### src/logic/uefc_pkg.sv
/*
  uefc_pkg: offsets, field positions, reset values and carriers
  for the enhanced-feature and flow-control block.
  Assumes a 32-bit APB with byte addresses, one register per word.
*/
package uefc_pkg;

  // register byte offsets
  localparam logic [7:0] OFF_SCRATCH  = 8'h00;
  localparam logic [7:0] OFF_FEATURE  = 8'h04;
  localparam logic [7:0] OFF_EFC      = 8'h08;
  localparam logic [7:0] OFF_RES1     = 8'h0C;
  localparam logic [7:0] OFF_RES2     = 8'h10;
  localparam logic [7:0] OFF_PAU1     = 8'h14;
  localparam logic [7:0] OFF_PAU2     = 8'h18;
  localparam logic [7:0] OFF_TRIGGER  = 8'h1C;
  localparam logic [7:0] OFF_INT_EN   = 8'h20;
  localparam logic [7:0] OFF_INT_STAT = 8'h24;
  localparam logic [7:0] OFF_FIFO_CTL = 8'h28;
  localparam logic [7:0] OFF_MODEM    = 8'h2C;
  localparam logic [7:0] OFF_FRAC     = 8'h30;
  localparam logic [7:0] OFF_MODE_A   = 8'h34;
  localparam logic [7:0] OFF_MODE_B   = 8'h38;
  localparam logic [7:0] OFF_LINK     = 8'h3C;

  // feature_control fields
  localparam int FC_SWAP  = 6;
  localparam int FC_TXSEL = 7;
  // enhanced_feature_control fields
  localparam int EF_ENH  = 4;
  localparam int EF_SPEC = 5;
  localparam int EF_ARTS = 6;
  localparam int EF_ACTS = 7;
  // other field positions
  localparam int IE_SPEC   = 5;
  localparam int IS_SPEC   = 4;
  localparam int IS_PAUSE  = 5;
  localparam int MC_RTS    = 1;
  localparam int LK_MDROP  = 0;

  // protected bit masks
  localparam logic [7:0] MASK_EFC  = 8'h0F;
  localparam logic [7:0] MASK_IE   = 8'hF0;
  localparam logic [7:0] MASK_IS   = 8'h30;
  localparam logic [7:0] MASK_FCTL = 8'h38;
  localparam logic [7:0] MASK_MC   = 8'hE0;
  localparam logic [7:0] MASK_ALL  = 8'hFF;

  // flow-control field codes
  localparam logic [1:0] FLOW_NONE   = 2'b00;
  localparam logic [1:0] FLOW_FIRST  = 2'b10;
  localparam logic [1:0] FLOW_SECOND = 2'b01;
  localparam logic [1:0] FLOW_BOTH   = 2'b11;

  // reset values
  localparam logic [7:0] RST_ZERO    = 8'h00;
  localparam logic [7:0] RST_SCRATCH = 8'hFF;
  localparam logic [7:0] RST_TRIGGER = 8'h01;

  // one character on a stream, with the multidrop address bit
  typedef struct packed {
    logic       valid;
    logic       addr;
    logic [7:0] data;
  } uefc_char_t;

  // configuration handed to the rest of the uart
  typedef struct packed {
    logic [7:0] interrupt_enable;
    logic [7:0] fifo_control;
    logic [7:0] modem_control;
    logic [7:0] fractional_divisor;
    logic [7:0] enhanced_mode_a;
    logic [7:0] enhanced_mode_b;
    logic [7:0] enhanced_mode_select;
    logic [7:0] tx_trigger;
  } uefc_cfg_t;

endpackage : uefc_pkg

### src/logic/uefc_core.sv
/*
  uefc_core: enhanced-feature registers, scratchpad swap, software
  and hardware flow control, special-character and address detect.
  Assumes an APB master, a receiver that offers one character per
  valid, a fifo that reports its fill and a serialiser with ready.
*/
`timescale 1ns/1ps
module uefc_core
  import uefc_pkg::*;
#(
  parameter int         CNT_W    = 8,     // fifo count width
  parameter logic [7:0] RTS_HYST = 8'h04  // hysteresis around trigger
)(
  input  wire logic        pclk,          // bus clock
  input  wire logic        presetn,       // async reset, low
  input  wire logic        psel,          // apb select
  input  wire logic        penable,       // apb access phase
  input  wire logic        pwrite,        // apb direction
  input  wire logic [7:0]  paddr,         // apb byte address
  input  wire logic [31:0] pwdata,        // apb write data
  output logic      [31:0] prdata,        // apb read data
  output logic             pready,        // apb ready
  output logic             pslverr,       // unmapped access
  input  wire logic [CNT_W-1:0] rx_count, // rx fifo fill
  input  wire logic [CNT_W-1:0] tx_count, // tx fifo fill
  input  wire uefc_char_t  rx_in,         // received character
  output uefc_char_t       rx_store,      // character to rx fifo
  input  wire uefc_char_t  tx_in,         // data from tx fifo
  output logic             tx_in_ready,   // tx fifo pop
  output uefc_char_t       tx_out,        // character to serialiser
  input  wire logic        tx_out_ready,  // serialiser takes it
  input  wire logic        cts_n,         // clear to send, low
  output logic             rts_n,         // request to send, low
  output logic             rx_trig_hit,   // auto rts trigger flag
  output uefc_cfg_t        cfg            // settings to the uart
);

  ////////////////////////////////////////////////////////////////
  // parameter checks
  if (CNT_W < 1 || CNT_W > 8)
    $error("uefc_core: CNT_W must be 1..8");
  if (RTS_HYST == 8'h00)
    $error("uefc_core: RTS_HYST must be nonzero");

  ////////////////////////////////////////////////////////////////
  // helpers

  // protected bits take new data only when unlocked
  function automatic logic [7:0] guard(input logic [7:0] old,
                                       input logic [7:0] nw,
                                       input logic [7:0] m,
                                       input logic       en);
    guard = (nw & ~m) | ((en ? nw : old) & m);
  endfunction : guard

  // count at or above trigger plus offset, nine bits wide
  function automatic logic at_or_above(input logic [CNT_W-1:0] c,
                                       input logic [7:0] t,
                                       input logic [7:0] h);
    at_or_above = 9'(c) >= (9'(t) + 9'(h));
  endfunction : at_or_above

  ////////////////////////////////////////////////////////////////
  // registers
  logic [7:0] scratchpad;
  logic [7:0] feature_control;
  logic [7:0] enhanced_feature_control;
  logic [7:0] resume_char_first;
  logic [7:0] resume_char_second;
  logic [7:0] pause_char_first;
  logic [7:0] pause_char_second;
  logic [7:0] rx_trigger;
  logic [7:0] tx_trigger;
  logic [7:0] interrupt_enable;
  logic [1:0] status_flags;
  logic [7:0] fifo_control;
  logic [7:0] modem_control;
  logic [7:0] fractional_divisor;
  logic [7:0] enhanced_mode_a;
  logic [7:0] enhanced_mode_b;
  logic [7:0] enhanced_mode_select;
  logic       multidrop_en;

  // flow and detect state
  logic       remote_paused;
  logic       sent_pause;
  logic       rts_hold;
  logic       addr_selected;
  logic       seq_on;
  logic       seq_off;
  logic       pair_pause;
  logic       set_spec;
  logic       set_pause;

  typedef enum logic [0:0] {TX_IDLE, TX_PAIR} uefc_tx_t;
  uefc_tx_t   tx_state;

  logic       wr;
  logic       setup_rd;
  logic       unlocked;
  logic [7:0] wbyte;
  logic       swap;
  logic       mapped;

  assign wr       = psel & penable & pwrite;
  assign setup_rd = psel & ~penable & ~pwrite;
  assign wbyte    = pwdata[7:0];
  assign unlocked = enhanced_feature_control[EF_ENH];
  assign swap     = feature_control[FC_SWAP];

  ////////////////////////////////////////////////////////////////
  // plain and swapped scratchpad location
  always_ff @(posedge pclk or negedge presetn)
  begin
    if (!presetn)
    begin
      scratchpad           <= RST_SCRATCH;
      enhanced_mode_select <= RST_ZERO;
    end
    else if (wr && paddr == OFF_SCRATCH)
    begin
      if (!swap)
        scratchpad <= wbyte;
      else
        enhanced_mode_select <= wbyte;
    end
  end

  // feature control, characters and trigger levels
  always_ff @(posedge pclk or negedge presetn)
  begin
    if (!presetn)
    begin
      feature_control    <= RST_ZERO;
      resume_char_first  <= RST_ZERO;
      resume_char_second <= RST_ZERO;
      pause_char_first   <= RST_ZERO;
      pause_char_second  <= RST_ZERO;
      rx_trigger         <= RST_TRIGGER;
      tx_trigger         <= RST_TRIGGER;
      multidrop_en       <= 1'b0;
    end
    else if (wr)
    begin
      unique case (paddr)
        OFF_FEATURE: feature_control    <= wbyte;
        OFF_RES1:    resume_char_first  <= wbyte;
        OFF_RES2:    resume_char_second <= wbyte;
        OFF_PAU1:    pause_char_first   <= wbyte;
        OFF_PAU2:    pause_char_second  <= wbyte;
        OFF_LINK:    multidrop_en       <= wbyte[LK_MDROP];
        OFF_TRIGGER:
        begin
          if (feature_control[FC_TXSEL])
            tx_trigger <= wbyte;
          else
            rx_trigger <= wbyte;
        end
        default: ;
      endcase
    end
  end

  // write-protected enhanced settings; reset restores legacy mode
  always_ff @(posedge pclk or negedge presetn)
  begin
    if (!presetn)
    begin
      enhanced_feature_control <= RST_ZERO;
      interrupt_enable         <= RST_ZERO;
      fifo_control             <= RST_ZERO;
      modem_control            <= RST_ZERO;
      fractional_divisor       <= RST_ZERO;
      enhanced_mode_a          <= RST_ZERO;
      enhanced_mode_b          <= RST_ZERO;
    end
    else if (wr)
    begin
      unique case (paddr)
        OFF_EFC:
          enhanced_feature_control <= guard(enhanced_feature_control,
                                            wbyte, MASK_EFC, unlocked);
        OFF_INT_EN:   interrupt_enable <= guard(interrupt_enable, wbyte, MASK_IE, unlocked);
        OFF_FIFO_CTL: fifo_control <= guard(fifo_control, wbyte, MASK_FCTL, unlocked);
        OFF_MODEM:    modem_control <= guard(modem_control, wbyte, MASK_MC, unlocked);
        OFF_FRAC:     fractional_divisor <= guard(fractional_divisor, wbyte, MASK_ALL, unlocked);
        OFF_MODE_A:   enhanced_mode_a <= guard(enhanced_mode_a, wbyte, MASK_ALL, unlocked);
        OFF_MODE_B:   enhanced_mode_b <= guard(enhanced_mode_b, wbyte, MASK_ALL, unlocked);
        default: ;
      endcase
    end
  end

  // sticky status bits: a set in the clearing cycle wins
  logic [1:0] clr_flags;
  assign clr_flags = (wr && paddr == OFF_INT_STAT && unlocked) ?
                     wbyte[IS_PAUSE:IS_SPEC] : 2'b00;

  always_ff @(posedge pclk or negedge presetn)
  begin
    if (!presetn)
      status_flags <= 2'b00;
    else
      status_flags <= (status_flags & ~clr_flags) | {set_pause, set_spec};
  end

  ////////////////////////////////////////////////////////////////
  logic [7:0] sel_count;
  assign sel_count = feature_control[FC_TXSEL] ? 8'(tx_count)
                                               : 8'(rx_count);

  // read mux; unmapped locations read zero and flag an error
  logic [7:0] rd_byte;
  always_comb
  begin
    mapped  = 1'b1;
    rd_byte = 8'h00;
    unique case (paddr)
      OFF_SCRATCH:  rd_byte = swap ? sel_count : scratchpad;
      OFF_FEATURE:  rd_byte = feature_control;
      OFF_EFC:      rd_byte = enhanced_feature_control;
      OFF_RES1:     rd_byte = resume_char_first;
      OFF_RES2:     rd_byte = resume_char_second;
      OFF_PAU1:     rd_byte = pause_char_first;
      OFF_PAU2:     rd_byte = pause_char_second;
      OFF_INT_EN:   rd_byte = interrupt_enable;
      OFF_INT_STAT: rd_byte = {2'b00, status_flags, 4'h0};
      OFF_FIFO_CTL: rd_byte = fifo_control;
      OFF_MODEM:    rd_byte = modem_control;
      OFF_FRAC:     rd_byte = fractional_divisor;
      OFF_MODE_A:   rd_byte = enhanced_mode_a;
      OFF_MODE_B:   rd_byte = enhanced_mode_b;
      OFF_LINK:     rd_byte = {addr_selected, remote_paused, sent_pause, rts_hold, 3'b000, multidrop_en};
      OFF_TRIGGER:  rd_byte = 8'h00; // trigger is write-only
      default:      mapped  = 1'b0;
    endcase
  end

  // captured in the setup cycle, so the access needs no wait
  always_ff @(posedge pclk or negedge presetn)
  begin
    if (!presetn)
      prdata <= 32'h0000_0000;
    else if (setup_rd)
      prdata <= {24'h00_0000, rd_byte};
  end

  assign pready  = 1'b1;
  assign pslverr = psel & penable & ~mapped;

  ////////////////////////////////////////////////////////////////
  // receive compare; a field of 11 defers to the tx field
  logic [1:0] rx_mode;
  logic [1:0] tx_mode;
  logic [7:0] c;
  logic       m_first;
  logic       m_second;
  logic       m_either;
  logic       m_seq;
  logic       on_hit;
  logic       off_hit;
  logic       spec_hit;
  logic       is_addr;
  logic       take;

  assign rx_mode  = enhanced_feature_control[1:0];
  assign tx_mode  = enhanced_feature_control[3:2];
  assign c        = rx_in.data; // bit 0 is the first bit on the wire
  assign m_first  = rx_mode == FLOW_FIRST;
  assign m_second = rx_mode == FLOW_SECOND;
  assign m_either = rx_mode == FLOW_BOTH &&
                    (tx_mode == FLOW_FIRST || tx_mode == FLOW_SECOND);
  assign m_seq    = rx_mode == FLOW_BOTH &&
                    (tx_mode == FLOW_BOTH || tx_mode == FLOW_NONE);

  assign is_addr = multidrop_en & rx_in.addr;
  assign take    = rx_in.valid & ~is_addr & (~multidrop_en | addr_selected);

  always_comb
  begin
    on_hit = (m_first && c == resume_char_first) ||
             (m_second && c == resume_char_second) ||
             (m_either && (c == resume_char_first || c == resume_char_second)) ||
             (m_seq && seq_on && c == resume_char_second);
    off_hit = (m_first && c == pause_char_first) ||
              (m_second && c == pause_char_second) ||
              (m_either && (c == pause_char_first || c == pause_char_second)) ||
              (m_seq && seq_off && c == pause_char_second);
    spec_hit = enhanced_feature_control[EF_SPEC] &&
               (c == pause_char_second);
  end

  // flag updates for the status register
  assign set_pause = take & off_hit;
  assign set_spec  = take & spec_hit &
                     (~off_hit | interrupt_enable[IE_SPEC]);

  // flow state, sequence tracking and address selection
  always_ff @(posedge pclk or negedge presetn)
  begin
    if (!presetn)
    begin
      remote_paused <= 1'b0;
      seq_on        <= 1'b0;
      seq_off       <= 1'b0;
      addr_selected <= 1'b0;
    end
    else
    begin
      if (rx_in.valid && is_addr)
        addr_selected <= c == pause_char_second;
      if (rx_mode == FLOW_NONE)
        remote_paused <= 1'b0;
      else if (take && off_hit)
        remote_paused <= 1'b1;
      else if (take && on_hit)
        remote_paused <= 1'b0;
      if (take)
      begin
        seq_on  <= m_seq && c == resume_char_first;
        seq_off <= m_seq && c == pause_char_first;
      end
    end
  end

  // store path: matched flow characters, in sequence mode only the second of the pair, never reach the fifo
  always_ff @(posedge pclk or negedge presetn)
  begin
    if (!presetn)
      rx_store <= '0;
    else
    begin
      rx_store.valid <= take & ~on_hit & ~off_hit;
      rx_store.addr  <= 1'b0;
      rx_store.data  <= c;
    end
  end

  ////////////////////////////////////////////////////////////////
  // auto rts with hysteresis around the rx trigger
  logic upper;
  logic lower;
  logic at_trig;

  assign at_trig = at_or_above(rx_count, rx_trigger, 8'h00);
  assign upper   = at_or_above(rx_count, rx_trigger, RTS_HYST);
  assign lower   = ~at_or_above(rx_count, rx_trigger - RTS_HYST, 8'h00) &
                   (rx_trigger >= RTS_HYST);

  always_ff @(posedge pclk or negedge presetn)
  begin
    if (!presetn)
      rts_hold <= 1'b0;
    else if (!enhanced_feature_control[EF_ARTS])
      rts_hold <= 1'b0;
    else if (upper)
      rts_hold <= 1'b1;
    else if (lower)
      rts_hold <= 1'b0;
  end

  // rts is a plain output unless auto mode and software asserted it
  always_ff @(posedge pclk or negedge presetn)
  begin
    if (!presetn)
    begin
      rts_n       <= 1'b1;
      rx_trig_hit <= 1'b0;
    end
    else
    begin
      rts_n       <= ~(modem_control[MC_RTS] & ~rts_hold);
      rx_trig_hit <= enhanced_feature_control[EF_ARTS] & at_trig;
    end
  end

  ////////////////////////////////////////////////////////////////
  // transmit: flow characters take priority over fifo data
  logic out_free;
  logic cts_ok;
  logic flow_req;
  logic tx_flow;
  logic load_flow;

  assign out_free = ~tx_out.valid | tx_out_ready;
  assign cts_ok   = ~(enhanced_feature_control[EF_ACTS] & cts_n);
  assign tx_flow  = tx_mode != FLOW_NONE;
  assign flow_req = tx_flow & (sent_pause ? lower : at_trig);
  assign load_flow = out_free & cts_ok & tx_state == TX_IDLE & flow_req;
  assign tx_in_ready = out_free & cts_ok & tx_state == TX_IDLE &
                       ~flow_req & ~remote_paused;

  // pick the character for the start of a flow sequence
  logic [7:0] flow_first;
  assign flow_first = (tx_mode == FLOW_SECOND) ?
                      (sent_pause ? resume_char_second : pause_char_second) :
                      (sent_pause ? resume_char_first : pause_char_first);

  always_ff @(posedge pclk or negedge presetn)
  begin
    if (!presetn)
    begin
      tx_state   <= TX_IDLE;
      sent_pause <= 1'b0;
      pair_pause <= 1'b0;
    end
    else if (!tx_flow)
    begin
      tx_state   <= TX_IDLE;
      sent_pause <= 1'b0;
    end
    else
    begin
      unique case (tx_state)
        TX_IDLE:
        begin
          if (load_flow)
          begin
            sent_pause <= ~sent_pause;
            pair_pause <= ~sent_pause;
            if (tx_mode == FLOW_BOTH)
              tx_state <= TX_PAIR;
          end
        end
        TX_PAIR:
        begin
          if (out_free && cts_ok)
            tx_state <= TX_IDLE;
        end
      endcase
    end
  end

  // registered character to the serialiser
  always_ff @(posedge pclk or negedge presetn)
  begin
    if (!presetn)
      tx_out <= '0;
    else if (out_free)
    begin
      tx_out.addr <= 1'b0;
      if (tx_state == TX_PAIR && tx_flow && cts_ok)
      begin
        tx_out.valid <= 1'b1;
        tx_out.data  <= pair_pause ? pause_char_second
                                   : resume_char_second;
      end
      else if (load_flow && tx_flow)
      begin
        tx_out.valid <= 1'b1;
        tx_out.data  <= flow_first;
      end
      else if (tx_in_ready && tx_in.valid)
      begin
        tx_out.valid <= 1'b1;
        tx_out.addr  <= tx_in.addr;
        tx_out.data  <= tx_in.data;
      end
      else
        tx_out.valid <= 1'b0;
    end
  end

  ////////////////////////////////////////////////////////////////
  // settings to the rest of the uart
  assign cfg = {interrupt_enable, fifo_control, modem_control, fractional_divisor,
                enhanced_mode_a, enhanced_mode_b, enhanced_mode_select, tx_trigger};

endmodule : uefc_core

### config.mk
export PLATFORM = sky130hd
export DESIGN_NAME = uefc_core
export DESIGN_NICKNAME = d
export VERILOG_FILES = /design/src/logic/uefc_pkg.sv /design/src/logic/uefc_core.sv
export SDC_FILE = /design/constraint.sdc
export NUM_CORES = 1
export LEC_CHECK = 0
export BUFFER_PORTS_ARGS = -buffer_cell sky130_fd_sc_hd__buf_4
export CAP_MARGIN = 15
export CORE_MARGIN = 1
export CORE_UTILIZATION = 44
export DETAILED_ROUTE_END_ITERATION = 8
export PLACE_DENSITY_LB_ADDON = 0.3
export SETUP_SLACK_MARGIN = 0.02
export SLEW_MARGIN = 10
export SYNTH_ARGS = -nofsm -noshare
export SYNTH_HDL_FRONTEND = slang
export SYNTH_SLANG_ARGS = --single-unit
### constraint.sdc
create_clock -name pclk -period 5.25 [get_ports pclk]
set_clock_uncertainty 0.05 [all_clocks]
set_input_delay 0.525 -clock pclk [delete_from_list [all_inputs] [get_ports pclk]]
set_output_delay 0.525 -clock pclk [all_outputs]
set_load 0.05 [all_outputs]
Yosys cells after proc, flatten, opt, wreduce, memory -nomap -nowiden
Cells that the tools add are included.
- bits in registers: 168
- input bits: 83
- output and inout port bits: 121
- logic and storage cells: 218
- add/sub/neg operators: 2
- magnitude comparators: 4
- eq/ne operators: 28
- multiplexer cells: 36
- bitwise logic cells: 51
- reductions and logical operators: 63
- operators by type and width (kind ; number):
    case mux 8 bit (15 select lines) ; 1
    2-to-1 mux 8 bit ; 10
    == test 8 x 6 -> 1 bit, second input constant ; 8
    == test 8 x 5 -> 1 bit, second input constant ; 4
    == test 8 bit ; 4
    AND reduction 2 bit ; 14
    logical AND 1 bit ; 26
    AND 1 bit ; 23
    2-to-1 mux 1 bit ; 20
    inverter 1 bit ; 18
    AND reduction 3 bit ; 6
    == test 8 x 4 -> 1 bit, second input constant ; 2
    greater-or-equal comparator 8 bit ; 2
    OR reduction 16 bit ; 1
    logical OR 1 bit ; 10
    adder 8 x 3 -> 9 bit, second input constant ; 1
    greater-or-equal comparator 8 x 9 -> 1 bit ; 1
    2-to-1 mux 9 bit ; 1
    == test 2 bit, second input constant ; 4
    == test 8 x 3 -> 1 bit, second input constant ; 1
    greater-or-equal comparator 8 x 3 -> 1 bit, second input constant ; 1
    logical NOT 8 bit ; 1
    OR 4 x 8 -> 8 bit ; 1
    OR 5 x 8 -> 8 bit ; 1
    other kinds (18) ; 23

Logic depth before layout (Yosys ltp)
- depth after elaboration: 13
- mapped depth: 13
- depth with buffers taken out: 12

Least setup slack after synthesis
No wires, ideal clock.
- kind: register to output
- start point: register rx_trigger[2]
- end point: output port tx_in_ready
- arrival: 3.137 ns
- required time: 4.675 ns
- path slack: 1.538 ns
- stages on the path, launching flop included: 12
- path buffers: 0
- cell sequence: dfrtp_1 > inv_1 > ha_1 > nor3b_1 > xnor2_1 > ha_1 > and3_1 > nand3_1 > nor2_1 > or3_4 > a21oi_1 > nor3_1
- longest elaborated chain between the ends: 9
- elaborated cells between the ends (all ways): 11
- those cells by class: add/sub (1); order compare (3); mux (1); bitwise (6)
- ends and longest elaborated chain (item ; RTL line ; text):
    start: declaration ; uefc_core.sv:72 ; logic [7:0] rx_trigger;
    start signal: assignment ; uefc_core.sv:157 ; rx_trigger <= wbyte;
    subtractor 8 x 3 -> 8 bit ; uefc_core.sv:347 ; assign lower = ~at_or_above(rx_count, rx_trigger - RTS_HYST, 8'h00) &
    greater-or-equal comparator 8 bit ; uefc_core.sv:60 ; at_or_above = 9'(c) >= (9'(t) + 9'(h));
    inverter 1 bit ; uefc_core.sv:347 ;
    AND 1 bit ; uefc_core.sv:347 ;
    2-to-1 mux 1 bit * ; uefc_core.sv:388 ; assign flow_req = tx_flow & (sent_pause ? lower : at_trig);
    AND 1 bit * ; uefc_core.sv:388 ;
    inverter 1 bit * ; uefc_core.sv:391 ; ~flow_req & ~remote_paused;
    AND 1 bit * ; uefc_core.sv:390 ; assign tx_in_ready = out_free & cts_ok & tx_state == TX_IDLE &
    AND 1 bit * ; uefc_core.sv:391 ;
    end: declaration ; uefc_core.sv:29 ; output logic tx_in_ready,
Mark *: on every way between the ends. The rest lies on a longest branch, timed or not.

Final worst setup path
Ends and elaborated chain as after synthesis.

==> impl_metrics.env <==
export IMPL_wl_per_cell_um=22.4
export IMPL_multiInputGateArea_um2=4620
export IMPL_hold_viol_final=0
export IMPL_floorplan_initialDensity_pct=45.1
export IMPL_die_w_um=146
export IMPL_number_of_buffer_cells_added_on_primary_ports=153
export IMPL_drv_slew=0
export IMPL_std_cell_rows=52
export IMPL_grt_start_max_net_pins=79
export IMPL_fin_tns_setup_ns=0
export IMPL_die_h_um=146
export IMPL_drt_first_iter_violations=802
export IMPL_setup_viol_count_final=0
export IMPL_violations="design-rule violations"
export IMPL_post_route_drc_count=1
export IMPL_critical_path_arrival_ns=3.27
export IMPL_synth_top_family_by_area="multiplexers"
export IMPL_dp_final_hpwl_um=20000
export IMPL_final_setup_slack_of_the_worst_path_ns=1.41
export IMPL_post_route_util_pct=54.3
export IMPL_worstSetupEndpointType="output pin"
export IMPL_critical_path_startpoint_type="register"
export IMPL_netSwitchingFraction_pct=32.8
export IMPL_synthesis_yosys_warnings=0
export IMPL_post_cts_resize_count=0
export IMPL_final_common_cell="sky130_fd_sc_hd__buf_4"
export IMPL_timing_hold_ws_ns=0.0842
export IMPL_placement_cell_area_um2=10400
export IMPL_switchingPower_mw=1.16
export IMPL_fillers=1788
export IMPL_post_synth_xor_area_fraction_pct=3.81
export IMPL_detailroute_via_count=7147
export IMPL_worst_case_clock_buffer_depth=2
export IMPL_power_clock_fraction_pct=36.8
export IMPL_ws_path_type="register to output pin"
export IMPL_post_synth_cell_area_avg_um2=11.3
export IMPL_clock_latency_ns=0.43
export IMPL_grt_setup_unrepaired="no"
export IMPL_leakagePower_nw=5.12
export IMPL_synth_enable_flop_cells=0
export IMPL_postRouteWirelength_um=27400
export IMPL_fin_area_um2=11100
export IMPL_cts_root_buffer_cell="sky130_fd_sc_hd__clkbuf_16"
export IMPL_worst_ir_drop_vdd_mv=0.205
export IMPL_floorplan_core_area_um2=20400
export IMPL_gp_congestion=0.893
export IMPL_cts_inserted_buffers=17
export IMPL_antenna_found_initial=0
export IMPL_critical_path_peak_fanout=5
export IMPL_clock_sinks=168
export IMPL_timing_final_crit_period_ns=3.84
export IMPL_layout_nets=1051
export IMPL_powerDensity_nw_per_um2=320
export IMPL_comb_power_share_pct=22.6
export IMPL_cts_clk_slew_worst_paths_ns=0.07
export IMPL_cts_hold_buffers=0
export IMPL_pre_cts_ws_ns=1.81
export IMPL_vias_in_the_first_global_route=6917
export IMPL_async_flop_share_pct=100
export IMPL_post_route_period_util_pct=73.2
export IMPL_post_synth_fa_ha_maj_area_fraction_pct=3.41
export IMPL_antenna_cells=0
export IMPL_grt_total_usage_pct=26.2
export IMPL_timing_fmax_mhz=260
export IMPL_area_growth_synth_to_final_pct=20.3
export IMPL_compound_cell_area_share_of_the_yosys_netlist_pct=11.8
export IMPL_yosys_most_used_dff="sky130_fd_sc_hd__dfrtp_1"
export IMPL_syn_inst=810
export IMPL_seqCellArea_um2=4220
export IMPL_clock_tree_from_tritoncts="done"
export IMPL_synth_area_um2=9190
export IMPL_yosys_area_share_simple_pct=10.4
export IMPL_distinct_cell_type_count_after_synthesis=70
export IMPL_ff2ff_setup_slack_ns=1.84
export IMPL_worstMarginPinSlew_ns=1.09
export IMPL_internal_power_mw=2.38
export IMPL_via_per_inst=5.83
export IMPL_post_cts_buffers=0
export IMPL_cts_htree_levels=4
export IMPL_status="complete, but fails checks"
export IMPL_synth_seq_area_share_pct=45.9
export IMPL_drt_pass1_iter_count=9
export IMPL_slew_headroom_pct=27.0
export IMPL_grt_ovfl_total=0
export IMPL_design_die_area_um2=21500
export IMPL_postSynthRegisterBits=168
export IMPL_post_route_cells_drive_above_1_share_pct=37.0
export IMPL_crit_required_ns=4.68
export IMPL_cap_violations=0
export IMPL_worst_hold_path_class="input pin to async pin"
export IMPL_global_route_wire_length_before_repair_um=42000
export IMPL_post_place_cells=1194
export IMPL_boundaryPins=204
export IMPL_final_cell_mix="158 x sky130_fd_sc_hd__buf_4, 157 x sky130_fd_sc_hd__dfrtp_1, 122 x sky130_fd_sc_hd__mux2_2"
export IMPL_part_of_the_power_in_registers_pct=40.7
export IMPL_yosys_mux_area_fraction_pct=19.8
export IMPL_total_power_mw=3.54
export IMPL_detail_route_antenna_nets=0
export IMPL_layout_cells_non_filler=1226
synth_stat cells, drive strengths merged, types with 3 or more instances:
master   count  share of area (%)
a22oi       16                1.3
a21o         4               0.33
nand4        8               0.54
a21oi       23                1.4
clkbuf      33                1.3
a211oi      10               0.82
xor2        10               0.95
a32oi        3               0.29
a221oi       3               0.29
xnor2       30                2.9
nor2        35                1.7
or3          3               0.26
mux4        12                2.9
nor2b        4               0.27
o2bb2ai      9               0.86
buf         36                2.7
a31oi        5               0.34
inv         19               0.78
and3         6               0.41
o31ai        3               0.25
nand3b       3               0.25
ha          25                3.4
dfstp       11                3.1
a22o         3               0.29
nand2       52                2.1
o21ai       42                2.3
dfrtp      157                 43
nor3        16               0.98
mux2       122                 15
mux2i       17                1.9
nor4         6               0.54
a222oi       6               0.65
nand3       20                1.1
and2         3               0.20
o22ai        9               0.61
nor3b       10               0.82
nand2b       7               0.48
flip-flops by register name, indices dropped and copies added, names as in the netlist, 4 cells and up, named ones only:
register,count
rx_store,9
enhanced_mode_a,8
enhanced_feature_control,4
resume_char_second,8
pause_char_second,8
fifo_control,5
resume_char_first,8
tx_out,10
rx_trigger,8
pause_char_first,8
fractional_divisor,8
feature_control,8
scratchpad,8
modem_control,5
prdata,8
enhanced_mode_b,8
interrupt_enable,4
tx_trigger,8
enhanced_mode_select,8
area by class of cell:
class	count	share of cell area (%)
Tap cell	270	3.06
Multi-Input combinational cell	578	41.8
Inverter	19	0.645
Timing Repair Buffer	159	10.8
Sequential cell	168	38.2
Clock buffer	21	4.26
Clock inverter	11	1.22
power groups by stage:
stage	Combinational [mW]	Clock (mW)	Sequential (mW)
final	0.799	1.30	1.44
after global routing	0.854	1.37	1.45
after CTS	0.800	1.31	1.44
after detailed placement	0.797	0	1.46
after global placement	0.789	0	1.46
after floorplan	0.405	0	1.62
final timing paths:
| path | cells past startpoint | start | endpoint |
|---|---|---|---|
| max in group asynchronous | 2 | presetn | tx_trigger[1] |
| setup / recovery | 12 | rx_trigger[2] | tx_in_ready |
| setup reg to reg | 12 | rx_trigger[2] | tx_out[3] |
| hold / removal | 1 | presetn | enhanced_mode_a[7] |
| hold reg to reg | 2 | seq_on | seq_on |
| min in group pclk | 1 | rx_in[5] | rx_store[5] |
layer usage:
layer | wire length, µm | GRT usage (%)
met1 | 11800 | 36.7
met2 | 12400 | 39.9
met3 | 2480 | 6.06
met4 | 707 | 9.06
met5 | 0 | 0
kinds of logic (layout without fill, tap and decap cells):
logic type	Yosys count	in the layout
DFF	168	168
and+or+nand+nor	180	180
other	2	26
AOI/OAI and AO/OA	156	156
xor gates and xnor gates	40	40
adders and majority gates	25	25
buffers and inverters	88	210
muxes	151	151
critical path, cell delays in order (launching register included):
cell and delay (ns):
sky130_fd_sc_hd__dfrtp_1 0.42, sky130_fd_sc_hd__inv_1 0.16, sky130_fd_sc_hd__ha_1 0.19, sky130_fd_sc_hd__nor3b_1 0.31, sky130_fd_sc_hd__xnor2_1 0.18, sky130_fd_sc_hd__ha_1 0.27, sky130_fd_sc_hd__and3_1 0.16, sky130_fd_sc_hd__a21oi_1 0.16
sky130_fd_sc_hd__nand3_2 0.13, sky130_fd_sc_hd__or3_4 0.42, sky130_fd_sc_hd__a21oi_1 0.16, sky130_fd_sc_hd__nor3_1 0.07, sky130_fd_sc_hd__buf_4 0.20
No activity file was read; power rests on OpenSTA's default activity.
